File: config.mk
export PLATFORM = sky130hd
export DESIGN_NAME = mrssm_scaler_stats
export DESIGN_NICKNAME = d
export VERILOG_FILES = /design/src/rtl/mrssm_pkg.sv /design/src/rtl/mrssm_stage_if.sv /design/src/rtl/mrssm_input_stage.sv /design/src/rtl/mrssm_scaler_stats.sv
export SDC_FILE = /design/constraint.sdc
export NUM_CORES = 1
export LEC_CHECK = 0
export CORE_MARGIN = 8
export CORE_UTILIZATION = 65
export DETAILED_ROUTE_END_ITERATION = 10
export DONT_BUFFER_PORTS = 1
export PLACE_DENSITY = 0.78
export REMOVE_ABC_BUFFERS = 1
export SETUP_SLACK_MARGIN = 0.05
export SLEW_MARGIN = 20
export SYNTH_ARGS = -nofsm -noshare
export SYNTH_HDL_FRONTEND = slang
export SYNTH_SLANG_ARGS = --single-unit
export TNS_END_PERCENT = 100
File: constraint.sdc
create_clock -name clk -period 7.2 [get_ports clk]
set_clock_uncertainty 0.1 [all_clocks]
set_input_delay 1.44 -clock clk [delete_from_list [all_inputs] [get_ports clk]]
set_output_delay 1.44 -clock clk [all_outputs]
set_load 0.03 [all_outputs]
File: src/rtl/mrssm_pkg.sv
`default_nettype none
package mrssm_pkg;
	// ==========================================================
	// Widths
	localparam int X_W = 22;
	localparam int CTRL_W = 8;
	localparam int MODE_W = 2;
	localparam int ADDR_W = 8;
	localparam int DATA_W = 32;
	localparam int BE_W = 4;
	localparam int ARRAY_W_DEF = 32;
	localparam int CNT_W_DEF = 16;

	// ==========================================================
	// Register byte offsets
	localparam logic [ADDR_W-1:0] OFF_INPUT_CTRL = 8'h00;
	localparam logic [ADDR_W-1:0] OFF_STATS_MODE = 8'h04;
	localparam logic [ADDR_W-1:0] OFF_THR_BUF = 8'h08;
	localparam logic [ADDR_W-1:0] OFF_THR_COPY = 8'h0C;
	localparam logic [ADDR_W-1:0] OFF_CNT_BUF = 8'h10;
	localparam logic [ADDR_W-1:0] OFF_CNT_COPY = 8'h14;
	localparam logic [ADDR_W-1:0] OFF_LIVE_STATUS = 8'h18;

	// ==========================================================
	// Field positions
	localparam int CASC_SEL_BIT = 0;
	localparam int SHIFT_LSB = 1;
	localparam int SHIFT_MSB = 5;
	localparam int RECT_LSB = 6;
	localparam int RECT_MSB = 7;
	localparam int POS_FLAG_BIT = 22;
	localparam int NEG_FLAG_BIT = 23;
	localparam int COPY_CAPTURE_BIT = 0;

	// ==========================================================
	// Reset values and limits
	localparam logic [CTRL_W-1:0] INPUT_CTRL_RST = 8'h00;
	localparam logic [MODE_W-1:0] STATS_MODE_RST = 2'h0;
	localparam logic [X_W-1:0] THR_RST = 22'h000000;
	localparam int MAX_SHIFT = 8;
	localparam int X_MAX = (1 <<< (X_W - 1)) - 1;
	localparam int X_MIN = -(1 <<< (X_W - 1));
	localparam logic [X_W-1:0] X_MIN_BITS = 22'h200000;

	// ==========================================================
	// Encodings
	typedef enum logic [1:0]
	{
		MODE_MIN = 2'b00,
		MODE_MAX = 2'b01,
		MODE_UNDER = 2'b10,
		MODE_OVER = 2'b11
	} mrssm_mode_t;

	localparam logic [1:0] RECT_PASS = 2'h0;
	localparam logic [1:0] RECT_HALF = 2'h1;

	typedef struct packed
	{
		logic valid;
		logic signed [X_W-1:0] xBus;
		logic posOvf;
		logic negOvf;
	} mrssm_stage_t;
endpackage
`default_nettype wire

File: src/rtl/mrssm_stage_if.sv
`timescale 1ns/1ps
`default_nettype none
interface mrssm_stage_if;
	logic [mrssm_pkg::CTRL_W-1:0] ctrl;
	logic valid;
	logic signed [mrssm_pkg::X_W-1:0] xBus;
	logic posOvf;
	logic negOvf;
	modport producer (input ctrl, output valid, xBus, posOvf, negOvf);
	modport consumer (output ctrl, input valid, xBus, posOvf, negOvf);
endinterface
`default_nettype wire

File: src/rtl/mrssm_input_stage.sv
`timescale 1ns/1ps
`default_nettype none
module mrssm_input_stage #(
	parameter int ARRAY_W = mrssm_pkg::ARRAY_W_DEF
)(
	input wire logic clk,
	input wire logic reset,
	input wire logic signed [ARRAY_W-1:0] macResult,
	input wire logic signed [mrssm_pkg::X_W-1:0] cascadeIn,
	input wire logic sampleValid,
	mrssm_stage_if.producer stage
);
	localparam int SUM_W = ARRAY_W + 2;

	mrssm_pkg::mrssm_stage_t state_reg;
	mrssm_pkg::mrssm_stage_t state_next;
	logic signed [4:0] shiftCode;
	logic [4:0] shiftMag;
	logic [3:0] shiftAmt;
	logic shiftRight;
	logic signed [ARRAY_W-1:0] shifted;
	logic signed [ARRAY_W-1:0] roundVec;
	logic roundBit;
	logic signed [SUM_W-1:0] cascOperand;
	logic signed [SUM_W-1:0] sumWide;
	logic signed [mrssm_pkg::X_W-1:0] sumX;
	logic [1:0] rectSel;
	logic posNow;
	logic negNow;

	// ==========================================================
	// Shifter, cascade adder, rectifier
	always_comb
	begin
		state_next = state_reg;
		shiftCode = signed'(stage.ctrl[mrssm_pkg::SHIFT_MSB:mrssm_pkg::SHIFT_LSB]); // RL1
		shiftRight = shiftCode[4];
		shiftMag = shiftRight ? 5'(-shiftCode) : 5'(shiftCode);
		// Codes beyond eight places clamp rather than wrap
		shiftAmt = (shiftMag > 5'(mrssm_pkg::MAX_SHIFT)) ? 4'(mrssm_pkg::MAX_SHIFT) : shiftMag[3:0];
		roundVec = macResult;
		roundBit = 1'b0;
		if (shiftRight && shiftAmt != 4'h0)
		begin
			roundVec = macResult >>> (shiftAmt - 4'h1);
			roundBit = roundVec[0]; // RL3
			shifted = macResult >>> shiftAmt; // RL1
		end
		else
		begin
			// Bits pushed out on the left are lost silently
			shifted = macResult <<< shiftAmt; // RL1 RL2
		end
		cascOperand = stage.ctrl[mrssm_pkg::CASC_SEL_BIT] ? SUM_W'(cascadeIn) : SUM_W'(0); // RL4
		sumWide = SUM_W'(shifted) + cascOperand + SUM_W'({1'b0, roundBit}); // RL3 RL4
		posNow = sumWide > SUM_W'(mrssm_pkg::X_MAX); // RL5
		negNow = sumWide < SUM_W'(mrssm_pkg::X_MIN); // RL5
		sumX = sumWide[mrssm_pkg::X_W-1:0];
		rectSel = stage.ctrl[mrssm_pkg::RECT_MSB:mrssm_pkg::RECT_LSB];
		state_next.valid = sampleValid; // RL21
		state_next.posOvf = sampleValid & posNow;
		state_next.negOvf = sampleValid & negNow;
		if (rectSel == mrssm_pkg::RECT_PASS)
		begin
			state_next.xBus = sumX; // RL20
		end
		else if (rectSel == mrssm_pkg::RECT_HALF)
		begin
			state_next.xBus = sumX[mrssm_pkg::X_W-1] ? '0 : sumX; // RL6 RL20
		end
		else if (sumX[mrssm_pkg::X_W-1] && sumX != mrssm_pkg::X_MIN_BITS)
		begin
			state_next.xBus = -sumX; // RL6 RL20
		end
		else
		begin
			// Most negative value has no positive twin
			state_next.xBus = sumX; // RL7
		end
	end

	always_ff @(posedge clk)
	begin
		if (reset)
		begin
			state_reg <= '0; // RL21
		end
		else
		begin
			state_reg <= state_next;
		end
	end

	assign stage.valid = state_reg.valid;
	assign stage.xBus = state_reg.xBus; // RL19
	assign stage.posOvf = state_reg.posOvf;
	assign stage.negOvf = state_reg.negOvf;

	// ==========================================================
	// Checks
	property p_half_nonneg;
		@(posedge clk) disable iff (reset)
		sampleValid && rectSel == mrssm_pkg::RECT_HALF |=> !stage.xBus[mrssm_pkg::X_W-1];
	endproperty
	a_half_nonneg: assert property (p_half_nonneg) // RL20
		else $error("half-wave output negative");

	property p_full_min;
		@(posedge clk) disable iff (reset)
		sampleValid && rectSel[1] && sumX == mrssm_pkg::X_MIN_BITS
			|=> stage.xBus == mrssm_pkg::X_MIN_BITS;
	endproperty
	a_full_min: assert property (p_full_min) // RL7
		else $error("most negative value altered by full-wave");

	property p_pos_ovf;
		@(posedge clk) disable iff (reset)
		sampleValid |=> stage.posOvf == ($past(sumWide) > SUM_W'(mrssm_pkg::X_MAX));
	endproperty
	a_pos_ovf: assert property (p_pos_ovf) // RL5
		else $error("positive overflow flag wrong");
endmodule
`default_nettype wire

File: src/rtl/mrssm_scaler_stats.sv
// Decided for this implementation: the address map and the Avalon-MM slave port.
`timescale 1ns/1ps
`default_nettype none
// Operation
// [RL1] Arithmetic shift of array result, up to eight places, set by 5-bit field.
// [RL2] Left-shift overflow is neither detected nor flagged.
// [RL3] Right shifts produce a rounding bit added into the sum.
// [RL4] Sum is shifted value plus round bit plus cascade input or zero.
// [RL5] Flag positive overflow above 2^21-1, negative below -2^21.
// [RL6] Two-bit field selects pass, half-wave or full-wave rectification onto X bus.
// [RL7] Full-wave keeps the most negative value unchanged.
// [RL8] Mode bits: 01 max, 00 min, 11 overshoot, 10 undershoot.
// [RL9] Max mode: larger X loads threshold and bumps counter.
// [RL10] Min mode: smaller X loads threshold and bumps counter.
// [RL11] Max or min modes never update threshold in an overflow cycle.
// [RL12] Overshoot mode counts X above threshold or positive overflow.
// [RL13] Undershoot mode counts X below threshold.
// [RL14] Event counter is unsigned and saturates at its maximum.
// [RL15] Sticky flags: positive overflow bit 22, negative overflow bit 23.
// [RL16] Writing the threshold copy location clears the sticky flags.
// [RL17] Threshold and counter reached only through buffers and copy locations.
// [RL18] Software presets threshold to most negative value before max tracking.
// [RL19] X bus is 22-bit signed two's complement.
// [RL20] Rectifier codes: 00 pass, 01 negatives to zero, 1x absolute value.
// [RL21] Everything runs on the system clock; reset clears counter, flags, threshold.
module mrssm_scaler_stats #(
	parameter int ARRAY_W = mrssm_pkg::ARRAY_W_DEF,
	parameter int CNT_W = mrssm_pkg::CNT_W_DEF
)(
	input wire logic clk,
	input wire logic reset,
	input wire logic [mrssm_pkg::ADDR_W-1:0] address,
	input wire logic read,
	input wire logic write,
	input wire logic [mrssm_pkg::DATA_W-1:0] writedata,
	input wire logic [mrssm_pkg::BE_W-1:0] byteenable,
	output logic [mrssm_pkg::DATA_W-1:0] readdata,
	output logic waitrequest,
	input wire logic signed [ARRAY_W-1:0] macResult,
	input wire logic signed [mrssm_pkg::X_W-1:0] cascadeIn,
	input wire logic sampleValid,
	output logic signed [mrssm_pkg::X_W-1:0] xBus,
	output logic xValid,
	output logic posOverflow,
	output logic negOverflow
);
	// ==========================================================
	// State
	typedef struct packed
	{
		logic [mrssm_pkg::CTRL_W-1:0] inputCtrl;
		logic [mrssm_pkg::MODE_W-1:0] statsMode;
		logic [mrssm_pkg::X_W+1:0] thresholdBuffer;
		logic [CNT_W-1:0] counterBuffer;
		logic signed [mrssm_pkg::X_W-1:0] threshold;
		logic posFlag;
		logic negFlag;
		logic [CNT_W-1:0] eventCount;
		logic waitReq;
		logic [mrssm_pkg::DATA_W-1:0] readData;
	} mrssm_regs_t;

	mrssm_regs_t state_reg;
	mrssm_regs_t state_next;
	logic busReq;
	logic busAccept;
	logic busCommit;
	logic [mrssm_pkg::DATA_W-1:0] mergedWrite;
	logic thrCopyWr;
	logic cntCopyWr;
	logic statsHit;
	logic thrHwLoad;
	logic anyOvf;
	logic [mrssm_pkg::DATA_W-1:0] readMux;

	mrssm_stage_if stage ();

	mrssm_input_stage #(
		.ARRAY_W(ARRAY_W)
	) inputStage (
		.clk(clk),
		.reset(reset),
		.macResult(macResult),
		.cascadeIn(cascadeIn),
		.sampleValid(sampleValid),
		.stage(stage)
	);

	assign stage.ctrl = state_reg.inputCtrl;

	// ==========================================================
	// Byte-lane merge for partial writes
	function automatic logic [mrssm_pkg::DATA_W-1:0] mrssmMerge(
		input logic [mrssm_pkg::DATA_W-1:0] oldVal,
		input logic [mrssm_pkg::DATA_W-1:0] newVal,
		input logic [mrssm_pkg::BE_W-1:0] be
	);
		logic [mrssm_pkg::DATA_W-1:0] res;
		res = oldVal;
		for (int i = 0; i < mrssm_pkg::BE_W; i++)
		begin
			if (be[i])
			begin
				res[i*8 +: 8] = newVal[i*8 +: 8];
			end
		end
		return res;
	endfunction

	// ==========================================================
	// Bus decode
	always_comb
	begin
		busReq = read | write;
		busAccept = busReq & state_reg.waitReq;
		busCommit = busReq & ~state_reg.waitReq;
		thrCopyWr = busCommit && write && address == mrssm_pkg::OFF_THR_COPY; // RL17
		cntCopyWr = busCommit && write && address == mrssm_pkg::OFF_CNT_COPY; // RL17
		mergedWrite = writedata;
		case (address)
			mrssm_pkg::OFF_INPUT_CTRL:
				mergedWrite = mrssmMerge(32'(state_reg.inputCtrl), writedata, byteenable);
			mrssm_pkg::OFF_STATS_MODE:
				mergedWrite = mrssmMerge(32'(state_reg.statsMode), writedata, byteenable);
			mrssm_pkg::OFF_THR_BUF:
				mergedWrite = mrssmMerge(32'(state_reg.thresholdBuffer), writedata, byteenable);
			mrssm_pkg::OFF_CNT_BUF:
				mergedWrite = mrssmMerge(32'(state_reg.counterBuffer), writedata, byteenable);
			default:
				mergedWrite = writedata;
		endcase
		readMux = '0;
		case (address)
			mrssm_pkg::OFF_INPUT_CTRL:
				readMux = 32'(state_reg.inputCtrl);
			mrssm_pkg::OFF_STATS_MODE:
				readMux = 32'(state_reg.statsMode);
			mrssm_pkg::OFF_THR_BUF:
				readMux = 32'(state_reg.thresholdBuffer);
			mrssm_pkg::OFF_CNT_BUF:
				readMux = 32'(state_reg.counterBuffer);
			mrssm_pkg::OFF_LIVE_STATUS:
				readMux = 32'({state_reg.negFlag, state_reg.posFlag, stage.xBus});
			default:
				// Copy locations and holes read as zero
				readMux = '0;
		endcase
	end

	// ==========================================================
	// Statistics decision
	always_comb
	begin
		anyOvf = stage.posOvf | stage.negOvf;
		statsHit = 1'b0;
		thrHwLoad = 1'b0;
		case (mrssm_pkg::mrssm_mode_t'(state_reg.statsMode)) // RL8
			mrssm_pkg::MODE_MAX:
			begin
				// Overflowed samples would leave a misleading extreme
				statsHit = stage.valid && !anyOvf && stage.xBus > state_reg.threshold; // RL9 RL11
				thrHwLoad = statsHit; // RL9
			end
			mrssm_pkg::MODE_MIN:
			begin
				statsHit = stage.valid && !anyOvf && stage.xBus < state_reg.threshold; // RL10 RL11
				thrHwLoad = statsHit; // RL10
			end
			mrssm_pkg::MODE_OVER:
			begin
				statsHit = stage.valid && (stage.xBus > state_reg.threshold || stage.posOvf); // RL12
			end
			mrssm_pkg::MODE_UNDER:
			begin
				statsHit = stage.valid && stage.xBus < state_reg.threshold; // RL13
			end
			default:
			begin
				statsHit = 1'b0;
			end
		endcase
	end

	// ==========================================================
	// Next state
	always_comb
	begin
		state_next = state_reg;
		// One wait cycle per access; the request commits when waitrequest is low
		state_next.waitReq = ~busAccept;
		if (busAccept && read)
		begin
			state_next.readData = readMux;
		end
		if (busCommit && write)
		begin
			case (address)
				mrssm_pkg::OFF_INPUT_CTRL:
					state_next.inputCtrl = mergedWrite[mrssm_pkg::CTRL_W-1:0];
				mrssm_pkg::OFF_STATS_MODE:
					state_next.statsMode = mergedWrite[mrssm_pkg::MODE_W-1:0]; // RL8
				mrssm_pkg::OFF_THR_BUF:
					state_next.thresholdBuffer = mergedWrite[mrssm_pkg::X_W+1:0];
				mrssm_pkg::OFF_CNT_BUF:
					state_next.counterBuffer = mergedWrite[CNT_W-1:0];
				default:
					state_next.inputCtrl = state_reg.inputCtrl;
			endcase
		end
		if (thrHwLoad)
		begin
			state_next.threshold = stage.xBus; // RL9 RL10
		end
		if (statsHit && state_reg.eventCount != '1)
		begin
			state_next.eventCount = state_reg.eventCount + CNT_W'(1); // RL14
		end
		if (thrCopyWr)
		begin
			if (writedata[mrssm_pkg::COPY_CAPTURE_BIT])
			begin
				state_next.thresholdBuffer = {state_reg.negFlag, state_reg.posFlag,
					state_reg.threshold}; // RL15 RL17
			end
			else
			begin
				// Software load beats a same-cycle tracking update
				state_next.threshold = state_reg.thresholdBuffer[mrssm_pkg::X_W-1:0]; // RL17 RL18
			end
			state_next.posFlag = 1'b0; // RL16
			state_next.negFlag = 1'b0; // RL16
		end
		if (cntCopyWr)
		begin
			if (writedata[mrssm_pkg::COPY_CAPTURE_BIT])
			begin
				state_next.counterBuffer = state_reg.eventCount; // RL17
			end
			else
			begin
				state_next.eventCount = state_reg.counterBuffer; // RL17
			end
		end
		// A new overflow outweighs a clear in the same cycle
		if (stage.valid && stage.posOvf)
		begin
			state_next.posFlag = 1'b1; // RL15
		end
		if (stage.valid && stage.negOvf)
		begin
			state_next.negFlag = 1'b1; // RL15
		end
	end

	always_ff @(posedge clk)
	begin
		if (reset)
		begin
			state_reg.inputCtrl <= mrssm_pkg::INPUT_CTRL_RST;
			state_reg.statsMode <= mrssm_pkg::STATS_MODE_RST;
			state_reg.thresholdBuffer <= '0;
			state_reg.counterBuffer <= '0;
			state_reg.threshold <= mrssm_pkg::THR_RST; // RL21
			state_reg.posFlag <= 1'b0; // RL21
			state_reg.negFlag <= 1'b0; // RL21
			state_reg.eventCount <= '0; // RL21
			state_reg.waitReq <= 1'b1;
			state_reg.readData <= '0;
		end
		else
		begin
			state_reg <= state_next;
		end
	end

	// ==========================================================
	// Outputs
	assign readdata = state_reg.readData;
	assign waitrequest = state_reg.waitReq;
	assign xBus = stage.xBus; // RL19
	assign xValid = stage.valid;
	assign posOverflow = stage.posOvf;
	assign negOverflow = stage.negOvf;

	// ==========================================================
	// Checks
	property p_bus_answer;
		@(posedge clk) disable iff (reset)
		busReq && waitrequest |=> !waitrequest;
	endproperty
	a_bus_answer: assert property (p_bus_answer) // RL17
		else $error("bus request not answered after one wait cycle");

	property p_max_load;
		@(posedge clk) disable iff (reset)
		state_reg.statsMode == mrssm_pkg::MODE_MAX && stage.valid && !anyOvf
			&& stage.xBus > state_reg.threshold && !thrCopyWr
			|=> state_reg.threshold == $past(stage.xBus);
	endproperty
	a_max_load: assert property (p_max_load) // RL9
		else $error("max tracking did not load threshold");

	property p_min_load;
		@(posedge clk) disable iff (reset)
		state_reg.statsMode == mrssm_pkg::MODE_MIN && stage.valid && !anyOvf
			&& stage.xBus < state_reg.threshold && !thrCopyWr
			|=> state_reg.threshold == $past(stage.xBus);
	endproperty
	a_min_load: assert property (p_min_load) // RL10
		else $error("min tracking did not load threshold");

	property p_ovf_hold;
		@(posedge clk) disable iff (reset)
		!state_reg.statsMode[1] && stage.valid && anyOvf && !thrCopyWr
			|=> $stable(state_reg.threshold);
	endproperty
	a_ovf_hold: assert property (p_ovf_hold) // RL11
		else $error("threshold changed during overflow");

	property p_over_count;
		@(posedge clk) disable iff (reset)
		state_reg.statsMode == mrssm_pkg::MODE_OVER && stage.valid && stage.posOvf
			&& state_reg.eventCount != '1 && !cntCopyWr
			|=> state_reg.eventCount == $past(state_reg.eventCount) + CNT_W'(1);
	endproperty
	a_over_count: assert property (p_over_count) // RL12
		else $error("overshoot not counted on positive overflow");

	property p_saturate;
		@(posedge clk) disable iff (reset)
		state_reg.eventCount == '1 && !cntCopyWr |=> state_reg.eventCount == '1;
	endproperty
	a_saturate: assert property (p_saturate) // RL14
		else $error("event counter wrapped");

	property p_sticky_set;
		@(posedge clk) disable iff (reset)
		stage.valid && stage.posOvf |=> state_reg.posFlag ##1 (state_reg.posFlag || $past(thrCopyWr));
	endproperty
	a_sticky_set: assert property (p_sticky_set) // RL15
		else $error("positive overflow flag not sticky");

	property p_flag_clear;
		@(posedge clk) disable iff (reset)
		thrCopyWr && !(stage.valid && stage.negOvf) |=> !state_reg.negFlag;
	endproperty
	a_flag_clear: assert property (p_flag_clear) // RL16
		else $error("copy write did not clear negative flag");
endmodule
`default_nettype wire

# [After elaboration in Yosys (flattened, before gate mapping)]
# Cells that the tools add are included.
[word_totals] ff_bits=148 out_inout_bits=58
[classes] n_addsub=6 magnitude_cmp=5 n_eq_ne=12 n_shift=3 muxes=37 bitwise_logic=8 reduce_logical=24
[ops] cell="$pmux 24 s5" n=1
[ops] cell="$mux 22" n=5
[ops] cell="$mux 16" n=6
[ops] cell="$mux 24" n=4
[ops] cell="$mux 8" n=9
[ops] cell="$pmux 24 s3" n=1
[ops] cell="$mux 40" n=1
[ops] cell="$add 34x1->34" n=1
[ops] cell="$add 34x34->34" n=1
[ops] cell="$gt 34x22->1 const B" n=1
[ops] cell="$lt 34x22->1 const B" n=1
[ops] cell="$mux 34" n=1
[ops] cell="$mux 32" n=1
[ops] cell="$sshl 32x4->32" n=1
[ops] cell="$sshr 32x4->1" n=1
[ops] cell="$sshr 32x4->32" n=1
[ops] cell="$eq 8x5->1 const B" n=3
[ops] cell="$gt 22x22->1" n=1
[ops] cell="$lt 22x22->1" n=1
[ops] cell="$ne 22x22->1 const B" n=1
[ops] cell="$neg 22->22" n=1
[ops] cell="$mux 21" n=1
[ops] cell="$add 16x1->16 const B" n=1
[ops] cell="$eq 8x4->1 const B" n=2
[ops] cell="other kinds (23)" n=48

# [Depth between registers and ports, before layout]
# Gate-level depths: netlist of the first run.
[logic_depth] depth_word=14 mapped_depth=30 depth_no_buf=25

# [Hierarchy]
# A second synthesis of the first run with hierarchy kept.
[unflattened] hier_cells=1657 area_unflattened_um2=13023.7
[by_module_without_submodules] module="mrssm_input_stage" instances=1 cells_per_inst=856 area_each_um2=6546.3 seq_area_each_um2=500.5
[by_module_without_submodules] module="mrssm_scaler_stats" instances=1 cells_per_inst=801 area_each_um2=6477.5 seq_area_each_um2=2302.2

# [Worst setup path before layout of the first run]
# OpenSTA, ideal clock, no wires.
[synth_path] path_type="register to register" from="register state_reg, in the netlist stage.ctrl[1]" to="register inputStage.state_reg, in the netlist inputStage.stage.xBus[14]" setup_ns=0.087 arrival_ns=6.381 required_time_ns=7.013 path_slack_ns=0.632 stages_incl_launch_ff=29 path_buffers=5 path_cell_list="dfxtp_1 -> clkbuf_1 -> inv_1 -> ha_1 -> o41a_1 -> o22a_1 -> a22oi_1 -> buf_2 -> inv_2 -> clkbuf_1 -> clkbuf_1 -> ha_1 -> nand2_1 -> nand2_1 -> nand3_1 -> o21ai_0 -> a22o_1 -> fa_1 -> fa_1 -> a21o_1 -> a221oi_2 -> o21ai_0 -> xor2_1 -> a2111oi_0 -> and4_4 -> buf_6 -> a2111o_1 -> or3b_1 -> o31ai_1"
[synth_between] elab_chain_cells=14 elab_cells_between_ends=21
[synth_rtl] item="start: declaration" line_no="mrssm_scaler_stats.sv:63" source="mrssm_regs_t state_reg;"
[synth_rtl] item="start signal: assignment" line_no="mrssm_scaler_stats.sv:272" source="state_reg <= state_next;"
[synth_rtl] item="$neg 5->5" line_no="mrssm_input_stage.sv:38" source="shiftMag = shiftRight ? 5'(-shiftCode) : 5'(shiftCode);"
[synth_rtl] item="$mux 5 *" line_no="mrssm_input_stage.sv:38"
[synth_rtl] item="$gt 5x4->1" line_no="mrssm_input_stage.sv:40" source="shiftAmt = (shiftMag > 5'(mrssm_pkg::MAX_SHIFT)) ? 4'(mrssm_pkg::MAX_SHIFT) : shiftMag[3:0];"
[synth_rtl] item="$mux 4 *" line_no="mrssm_input_stage.sv:40"
[synth_rtl] item="branches (longest 4 deep; another with $add 34x34->34)"
[synth_rtl] item="$add 34x1->34 *" line_no="mrssm_input_stage.sv:55" source="sumWide = SUM_W'(shifted) + cascOperand + SUM_W'({1'b0, roundBit});"
[synth_rtl] item="branches (longest 4 deep; another with $neg 22->22)"
[synth_rtl] item="$mux 22 *" line_no="mrssm_input_stage.sv:63" source="if (rectSel == mrssm_pkg::RECT_PASS)"
[synth_rtl] item="end signal: assignment" line_no="mrssm_input_stage.sv:90" source="state_reg <= state_next;"
[synth_rtl] item="end: declaration" line_no="mrssm_input_stage.sv:15" source="mrssm_pkg::mrssm_stage_t state_reg;"
# Mark *: on every way between the ends.
# A chain may end at the register's enable or synchronous reset.

# [Worst setup path in the final report of the first run]
[layout_path] from="register state_reg, in the netlist stage.ctrl[1]" to="register inputStage.state_reg, in the netlist inputStage.stage.xBus[15]"
# The elaborated chain is that of the path after synthesis.

==> results of run 1 <==
critical path, delay by kind of cell, from the launching register on:
| kind | cells | cell delay [ns] |
|---|---|---|
| compound gates | 12 | 2.47 |
| fa+ha+maj | 4 | 1.18 |
| buf+inv | 4 | 0.77 |
| flops | 1 | 0.47 |
| simple gates | 5 | 1.46 |
cell families (layout without fill, tap and decap cells):
logic type | Yosys count | after routing | share of synthesized area [%]
other | 1 | 8 | 0.0290
adders and majority gates | 60 | 60 | 5.93
and+or+nand+nor | 618 | 618 | 22.8
DFF | 140 | 140 | 21.7
AOI/OAI and AO/OA | 536 | 536 | 28.9
muxes | 152 | 152 | 12.1
buffers and inverters | 203 | 127 | 7.11
xor gates and xnor gates | 21 | 21 | 1.42
report_power, final:
group	internal, uW	switching (uW)	total, uW
Clock	512	340	852
Sequential	787	37.3	825
Combinational	94.8	163	258
Total	1390	540	1930
layout by cell type, fill, tap and decap left out, types with 7 or more instances in the layout:
cell type  count
o31ai_1       12
or3_1         24
o22ai_1       10
a221o_1        8
o221ai_1       9
nand3_1       41
nand2_1      180
xor2_1         7
a22oi_1       28
o211ai_1      28
mux2i_1      139
mux2_2        11
and3_1        19
conb_1         8
xnor2_1       14
o21a_1        10
a221oi_1       7
nor2b_1       10
ha_1          58
nand4_1       11
nand2b_1      18
nor4_1         8
a21oi_1       83
nor2_1       186
or4_1         11
dfxtp_1      140
clkbuf_16     17
a31oi_1       13
and2_1        40
a21o_1        33
a22o_1        29
nor3_1        35
a311oi_1      33
o21ai_0      118
a211oi_1      46
inv_1         53
buf_4         40
metrics by stage:
step / setup slack, ns / setup TNS, ns
after floorplan: -2.50 / -53.30
after global placement: 0.826 / 0
after detailed placement: 0.696 / 0
after CTS: 0.657 / 0
after global routing: 0.149 / 0
final: 0.595 / 0
final timing paths:
check                             startpoint                              endpoint  slack (ns)  depth (start not counted)
setup / recovery  stage.ctrl[1]$_SDFFE_PP0P_  inputStage.stage.xBus[15]$_SDFF_PP0_        0.59                         25
hold / removal      state_reg[90]$_SDFF_PP0_              state_reg[52]$_SDFF_PP0_        0.38                          2
setup reg to reg  stage.ctrl[1]$_SDFFE_PP0P_  inputStage.stage.xBus[15]$_SDFF_PP0_        0.59                         25
hold reg to reg     state_reg[90]$_SDFF_PP0_              state_reg[52]$_SDFF_PP0_        0.38                          2
cells in the mapped netlist (28+ instances only):
library cell,instances
dfxtp_1,140
clkbuf_1,88
nand2_1,180
and2_1,40
nor3_1,36
buf_4,34
o21ai_0,119
a22oi_1,29
mux2i_1,139
a211oi_1,46
a21o_1,33
o211ai_1,28
a311oi_1,33
a22o_1,29
nand3_1,41
ha_1,58
a21oi_1,83
nor2_1,188
inv_1,53
per-layer routing:
layer | global-route usage (%) | wire length, um
met1 | 40.5 | 17000
met2 | 55.5 | 20000
met3 | 5.59 | 3600
met4 | 17.2 | 2020
met5 | 0 | 24
layout make-up:
type | count | area, sq um | area share (%)
Timing Repair Buffer | 41 | 320 | 2.38
Multi-Input combinational cell | 1395 | 9240 | 68.6
Sequential cell | 140 | 2800 | 20.8
Tap cell | 265 | 332 | 2.46
Inverter | 55 | 206 | 1.53
Clock inverter | 12 | 136 | 1.01
Clock buffer | 19 | 433 | 3.22
==> results.cfg, run 1 <==
[status]
status = complete, no violations

[finish]
largest_reg_flops = 82
fin_area_sq_um = 13500
diodes = 0
fillers = 1734
fin_cells = 1927
syn2layout_area_growth_pct = 4.30
post-route-util_pct = 69.2
drive_gt1_share_pct = 6.80
nets = 1813

[global_route]
grt_pass1_wl_um = 66000
grt_use_total_pct = 33.2
grt_overflow_total = 0
antenna_found_initial = 2
grt_start_max_net_pins = 115
grt_pass1_vias = 12300

[route]
drcViolationCount = 0
via_per_inst = 6.94
vias = 13400
drtIter0Drc = 1619
wl_um = 42600
antenna_left = 0
dr.pass1.iters = 6
wl_per_cell_um = 22.1

[cts]
htree_num_levels = 4
cts.sinks = 140
clkLatencyLatePin_ns = 0.41
clk_pin_slew_ns = 0.06
cts_root_buf = clkbuf_16
cts_resized = 0
clk_path_buf_depth = 2
cts_made_buffers = 17
cts_setup_buffers = 0
cts_tree = yes
cts_hold_buf = 0

[floorplanning]
die_h_um = 157
io_pins = 161
chipWidth_um = 157
std_cell_rows = 51
core_area_sq_um = 19500
die-area_sq_um = 24600
start_util_pct = 66.3

[yosys]
synthArstFlopShare_pct = 0
synth_area_sq_um = 12900
avgSynthCellArea_sq_um = 7.46
synth_ff_type = dfxtp_1
yosysTopAreaCell = dfxtp_1
seq_area_frac_synth_pct = 21.7
synth-edff-count = 0
synth_top_cell_area_share_pct = 21.7
ys_seq_elements = 140
ys.warnings.count = 0
yosysUniqueCellTypes = 86
synth_area_leaders = dfxtp_1 (22%), mux2i_1 (11%), ha_1 (5.6%)
netlist_instances = 1731

[sta]
max_freq_mhz = 151
grt_setup_unrepaired = no
holdWs_ns = 0.384
finalSetupViolCount = 0
slew_viol_final = 0
final_hold_viol_count = 0
fin_crit_ns = 6.61
slew_headroom_pct = 25.8
min_period_over_period_pct = 91.7
worst_pin_slew_ns = 1.11

[place]
place_area_sq_um = 12900
dp_hpwl_um = 31500
numPortBuffers = 0
dp_cells = 1896
place.gp.congestion = 0.983

[worst_hold_path]
hold_path_class = flop to flop

[critical_path]
end_kind = flop
cp_data_arrival_time_ns = 6.80
critPathMaxStageDelay_ns = 0.52
critical_path_class = flop to flop
critical-path-top-cell-by-count = inv_1
crit_fanout = 44
worst_path_max_delay_cell = buf_4
cp-start-kind = flop
required_ns = 7.39

[power_and_ir_drop]
power.leakage_uw = 0.00553
p_total_uw = 1930
ir_drop_mv = 0.142
p_per_area_nw_per_um2 = 144

[flow_run]
drv_cap = 0
Power figures use the tool's default switching activity.
==> run 2, diff against run 1 <==
- SYNTH_HIERARCHICAL: default -> 1
==> results.cfg, run 2 <==
[status]
status = complete, no violations

[yosys]
ys_seq_elements = 140
synth_ff_type = dfxtp_1
synth_top_cell_area_share_pct = 21.5
seq_area_frac_synth_pct = 21.5
synthArstFlopShare_pct = 0
netlist_instances = 1657
synth_area_leaders = dfxtp_1 (22%), mux2i_1 (9.6%), mux4_2 (7.1%)
synth_area_sq_um = 13000
synthTopCellsByCount = nor2_1 (204), dfxtp_1 (140), nand2_1 (135), a21oi_1 (132), mux2i_1 (125)
ys.warnings.count = 6
synth.most_common_cell = nor2_1
yosysTopAreaCell = dfxtp_1
synth-edff-count = 0
avgSynthCellArea_sq_um = 7.86
yosysUniqueCellTypes = 94

[cts]
cts_root_buf = clkbuf_16
clkLatencyLatePin_ns = 0.43
clk_pin_slew_ns = 0.07
cts_made_buffers = 17
htree_num_levels = 4
clk_path_buf_depth = 2
cts.sinks = 140
cts_tree = yes

[route]
via_per_inst = 6.96
drcViolationCount = 0
antenna_left = 0
vias = 12800
met1_length_um = 15700
dr.pass1.iters = 5
top_layer = met4
wl_met3_um = 3200
drtIter0Drc = 1285
wl_um = 40000
routed-wl-met2_um = 19000
wl_per_cell_um = 21.7

[critical_path]
required_ns = 7.42
cp_data_arrival_time_ns = 7.03
cp_top_family = simple AND/OR/NAND/NOR gates
critical_path_class = flop to flop
end_kind = flop
critPathMaxStageDelay_ns = 0.54
cp-start-kind = flop
worst_path_max_delay_cell = nor4_1
worst-path-buf-inv = 4
crit_fanout = 7
critical-path-top-cell-by-count = nor2_1

[finish]
largest_reg_flops = 82
fillers = 1688
syn2layout_area_growth_pct = 3.70
drive_gt1_share_pct = 9.77
fin_area_sq_um = 13500
final_common_cell = nor2_1
layout_common_cells = nor2_1 (204), dfxtp_1 (140), nand2_1 (133)
nets = 1727
post-route-util_pct = 68.9

[global_route]
grt_overflow_total = 0
grt_pass1_wl_um = 63100
antenna_found_initial = 1
grt_use_total_pct = 31.6
grt_pass1_vias = 12000
grt_start_max_net_pins = 100

[place]
place.gp.congestion = 0.973
dp_hpwl_um = 29300
numPortBuffers = 0
place_area_sq_um = 12900

[floorplanning]
std_cell_rows = 51
die_h_um = 158
start_util_pct = 66.5
die-area_sq_um = 24800
chipWidth_um = 158
io_pins = 161
core_area_sq_um = 19600

[power_and_ir_drop]
p_per_area_nw_per_um2 = 142
ir_drop_mv = 0.169
power.leakage_uw = 0.00545
p_total_uw = 1910

[flow_run]
drv_cap = 0

[sta]
fin_crit_ns = 6.81
slew_headroom_pct = 28.0
finalSetupTns_ns = 0
slew_viol_final = 0
grt_setup_unrepaired = no
holdWs_ns = 0.372
worst_pin_slew_ns = 1.08
max_freq_mhz = 147
finalSetupViolCount = 0
min_period_over_period_pct = 94.5
final_hold_viol_count = 0

[worst_hold_path]
hold_path_class = flop to flop
-- run 2: cell count changes in the layout (fill, tap and decap cells not counted), sizes merged, moves of 12 or more --
cell | before | now
a21oi | 85 | 135
nand2 | 180 | 135
mux4 | 2 | 41
o21ai | 122 | 92
a22o | 29 | 2
a311oi | 33 | 12
nor2 | 188 | 206
a31oi | 13 | 29
mux2i | 139 | 125
o211ai | 28 | 14
or3 | 24 | 12
-- run 2: final cells by class --
| cell class | count | area [sq um] | share of cell area [%] |
|---|---|---|---|
| inverter | 52 | 195 | 1.45 |
| tap | 265 | 332 | 2.46 |
| clock inverter | 14 | 135 | 1.00 |
| clock buffer | 18 | 429 | 3.18 |
| antenna | 1 | 2.50 | 0.0185 |
| timing repair buffer | 31 | 258 | 1.91 |
| sequential | 140 | 2800 | 20.8 |
| multi-input combinational | 1322 | 9350 | 69.2 |
-- run 2: per-stage QoR --
stage / instances / setup slack, ns
2_1_floorplan: 1514 / -1.27
3_3_place_gp: 1808 / 0.442
3_5_place_dp: 1808 / 0.258
4_1_cts: 1840 / 0.229
5_1_grt: 1843 / 0.0407
6_report: 1843 / 0.393
-- run 2: kinds of logic (layout without fill, tap and decap cells) --
kind of cell | Yosys count | after routing | share of synthesized area, %
adders and majority gates | 60 | 60 | 5.88
and+or+nand+nor | 550 | 550 | 19.8
AOI/OAI and AO/OA | 496 | 496 | 25.9
buffers and inverters | 202 | 115 | 7.26
other | 1 | 9 | 0.0288
xor gates and xnor gates | 36 | 36 | 2.42
DFF | 140 | 140 | 21.5
muxes | 172 | 172 | 17.2
-- run 2: report_power, final --
group	switching, uW	internal [uW]
combinational	145	100
sequential	34.8	787
clock	368	481
total	547	1370
-- run 2: routing by layer --
metal / GRT usage [%] / vias to the layer above
li1: - / 5953
met1: 38.1 / 6041
met2: 53.5 / 685
met3: 4.63 / 142
met4: 17.4 / 0
met5: 0 / -
-- run 2: tightest hold or removal path: cells and delay by family (launching register included) --
kind            cells  cell delay (ns)
flops               1             0.33
compound gates      1             0.05
simple gates        1             0.05
-- run 2: path summary, 6_finish.rpt --
kind                               from                              endpoint  slack (ns)  cells after the start
min           state_reg[109]$_SDFF_PP0_              state_reg[71]$_SDFF_PP0_        0.37                      2
max reg2reg  stage.ctrl[1]$_SDFFE_PP0P_  inputStage/stage.xBus[19]$_SDFF_PP0_        0.39                     27
min reg2reg   state_reg[109]$_SDFF_PP0_              state_reg[71]$_SDFF_PP0_        0.37                      2
max          stage.ctrl[1]$_SDFFE_PP0P_  inputStage/stage.xBus[19]$_SDFF_PP0_        0.39                     27
-- run 2: repair_timing --
| item | CTS | global route |
|---|---|---|
| gates resized for setup | 0 | 4 |
| endpoints found under the setup margin | 0 | 17 |
| setup buffers | 0 | 2 |
| hold buffers | 0 | 0 |
==> run 3, diff against run 2 <==
- ABC_AREA: default -> 1
==> results.cfg, run 3 <==
[status]
status = complete, no violations

[finish]
layout_common_cells = nand2_1 (849), inv_1 (404), o21ai_0 (210)
largest_reg_flops = 82
fin_area_sq_um = 15200
nets = 2704
multi_input_comb_area_sq_um = 9630
diodes = 0
fin_cells = 2839
final-seq-area_sq_um = 2800
final_common_cell = nand2_1
drive_gt1_share_pct = 5.48
syn2layout_area_growth_pct = 3.20
fillers = 2145

[sta]
finalSetupTns_ns = 0
worst_pin_slew_ns = 1.10
finalSetupViolCount = 0
final_hold_viol_count = 0
min_period_over_period_pct = 86.5
slew_headroom_pct = 26.6
grt_setup_unrepaired = no
max_freq_mhz = 161
slew_viol_final = 0
fin_crit_ns = 6.23

[global_route]
antenna_found_initial = 0
grt_use_total_pct = 32.8
grt_use_met1_pct = 37.0
busiest_layer = met2
grt_pass1_vias = 15500
grt_pass1_wl_um = 75900
use_met2_pct = 57.8
grt_start_max_net_pins = 74
grt_overflow_total = 0
grt_use_met3_pct = 4.89

[yosys]
synth_mux_area_share_pct = 0.749
ys.warnings.count = 6
synth-edff-count = 0
synth.most_common_cell = nand2_1
yosysUniqueCellTypes = 53
synth-simple-area-share_pct = 38.8
synth_adder_area_share_pct = 5.21
netlist_instances = 2637
synthTopCellsByCount = nand2_1 (849), inv_1 (404), o21ai_0 (210), nand3_1 (179), nor2_1 (176)
yosysTopAreaCell = nand2_1
synth_top_cell_area_share_pct = 21.7
synth_ff_type = dfxtp_1
synth_xor_area_share_pct = 1.25
ys_seq_elements = 140
synth_area_sq_um = 14700
synthArstFlopShare_pct = 0
synth_top_family_by_area = simple AND/OR/NAND/NOR gates
synth_area_leaders = nand2_1 (22%), dfxtp_1 (19%), inv_1 (10%)
avgSynthCellArea_sq_um = 5.58
synth_compound_area_share_pct = 19.2
seq_area_frac_synth_pct = 19.1

[place]
dp_hpwl_um = 36100
numPortBuffers = 0
place_area_sq_um = 14500
dp_cells = 2807
place.gp.congestion = 0.977

[critical_path]
critical_path_class = flop to flop
reg2reg_setup_slack_ns = 0.97
end_kind = flop
crit_fanout = 44
cp-start-kind = flop
required_ns = 7.43
ff2ff_path_depth = 27
cp_data_arrival_time_ns = 6.45

[route]
dr.pass1.iters = 6
wl_um = 47500
antenna_left = 0
via_per_inst = 5.85
drcViolationCount = 0
vias = 16600
wl_per_cell_um = 16.7
drtIter0Drc = 1794

[cts]
cts_resized = 0
clk_pin_slew_ns = 0.06
cts_made_buffers = 17
cts_setup_buffers = 0
cts.sinks = 140
cts_hold_buf = 0
cts_tree = yes
htree_num_levels = 4
clk_path_buf_depth = 2
clkLatencyLatePin_ns = 0.43
cts_root_buf = clkbuf_16

[floorplanning]
die-area_sq_um = 27700
chipWidth_um = 166
std_cell_rows = 55
start_util_pct = 65.6
core_area_sq_um = 22400
io_pins = 161
die_h_um = 166

[worst_hold_path]
hold_path_class = flop to flop
min_path_cells = 2

[power_and_ir_drop]
p_per_area_nw_per_um2 = 141
ir_drop_mv = 0.163
power.leakage_uw = 0.00800

[flow_run]
drv_cap = 0
-- run 3: cell count changes after synthesis, moves of 27 or more --
cell	change
o21ai_0	+139
and2_1	-27
mux4_2	-41
inv_1	+353
clkbuf_1	-27
nand2_1	+714
nor2_1	-28
a211oi_1	-50
nand3_1	+127
mux2i_1	-114
-- run 3: logic make-up (layout without fill, tap and decap cells) --
| kind of cell | after synthesis | count (layout) |
|---|---|---|
| DFF | 140 | 140 |
| other | 1 | 8 |
| AOI/OAI and AO/OA | 504 | 504 |
| and+or+nand+nor | 1339 | 1339 |
| adders and majority gates | 60 | 60 |
| buffers and inverters | 561 | 471 |
| xor gates and xnor gates | 21 | 21 |
| muxes | 11 | 11 |
-- run 3: path summary, 6_finish.rpt --
path	start	to
setup / recovery	stage.ctrl[2]$_SDFFE_PP0P_	inputStage/stage.xBus[20]$_SDFF_PP0_
hold / removal	state_reg[110]$_SDFF_PP0_	state_reg[110]$_SDFF_PP0_
setup reg to reg	stage.ctrl[2]$_SDFFE_PP0P_	inputStage/stage.xBus[20]$_SDFF_PP0_
hold reg to reg	state_reg[110]$_SDFF_PP0_	state_reg[110]$_SDFF_PP0_
-- run 3: power by group --
| part | internal [uW] | switching (uW) |
|---|---|---|
| Sequential | 787 | 36.0 |
| Combinational | 92.3 | 216 |
| Clock | 654 | 357 |
-- run 3: stage by stage --
step / power (uW) / setup slack [ns] / hold slack (ns) / util [%]
3_5_place_dp: 1140 / 1.11 / 0.367 / 64.7
6_report: 2140 / 0.972 / 0.379 / 67.7
3_3_place_gp: 1130 / 1.30 / 0.359 / 64.7
4_1_cts: 2130 / 1.09 / 0.376 / 67.7
5_1_grt: 2210 / 0.543 / 0.396 / 67.7
2_1_floorplan: 1050 / 1.29 / 0.345 / -
-- run 3: cell type report --
type                    count  share of cell area [%]
well taps                 285                    2.35
repair buffers             17                   0.923
flip-flops and latches    140                    18.5
inverters                 422                    10.4
multi-input cells        1943                    63.4
clock inverters            13                    1.56
clock buffers              19                    2.85
-- run 3: routing by layer --
metal	vias up	part of all wire [%]
li1	8185	-
met1	7439	39
met2	789	48
met3	199	7.6
met4	0	5.8
met5	-	0
-- run 3: worst max-delay path, cell delays in order, from the launching register on --
cell      delay [ns]
dfxtp_1         0.40
inv_1           0.10
ha_1            0.28
nor2_1          0.04
nor2_1          0.28
nand3_2         0.48
inv_2           0.70
o21ai_0         0.44
o211ai_1        0.34
nand3_1         0.11
nand3_1         0.08
inv_1           0.08
ha_1            0.39
nand2_1         0.11
inv_1           0.05
nand2_1         0.13
inv_1           0.07
a21oi_2         0.19
nand2_2         0.10
nand2_1         0.11
nand2_2         0.08
nand2_2         0.09
nand2_4         0.23
nand2_1         0.58
nand2_1         0.15
inv_1           0.15
nand2_1         0.06
nor2_1          0.18
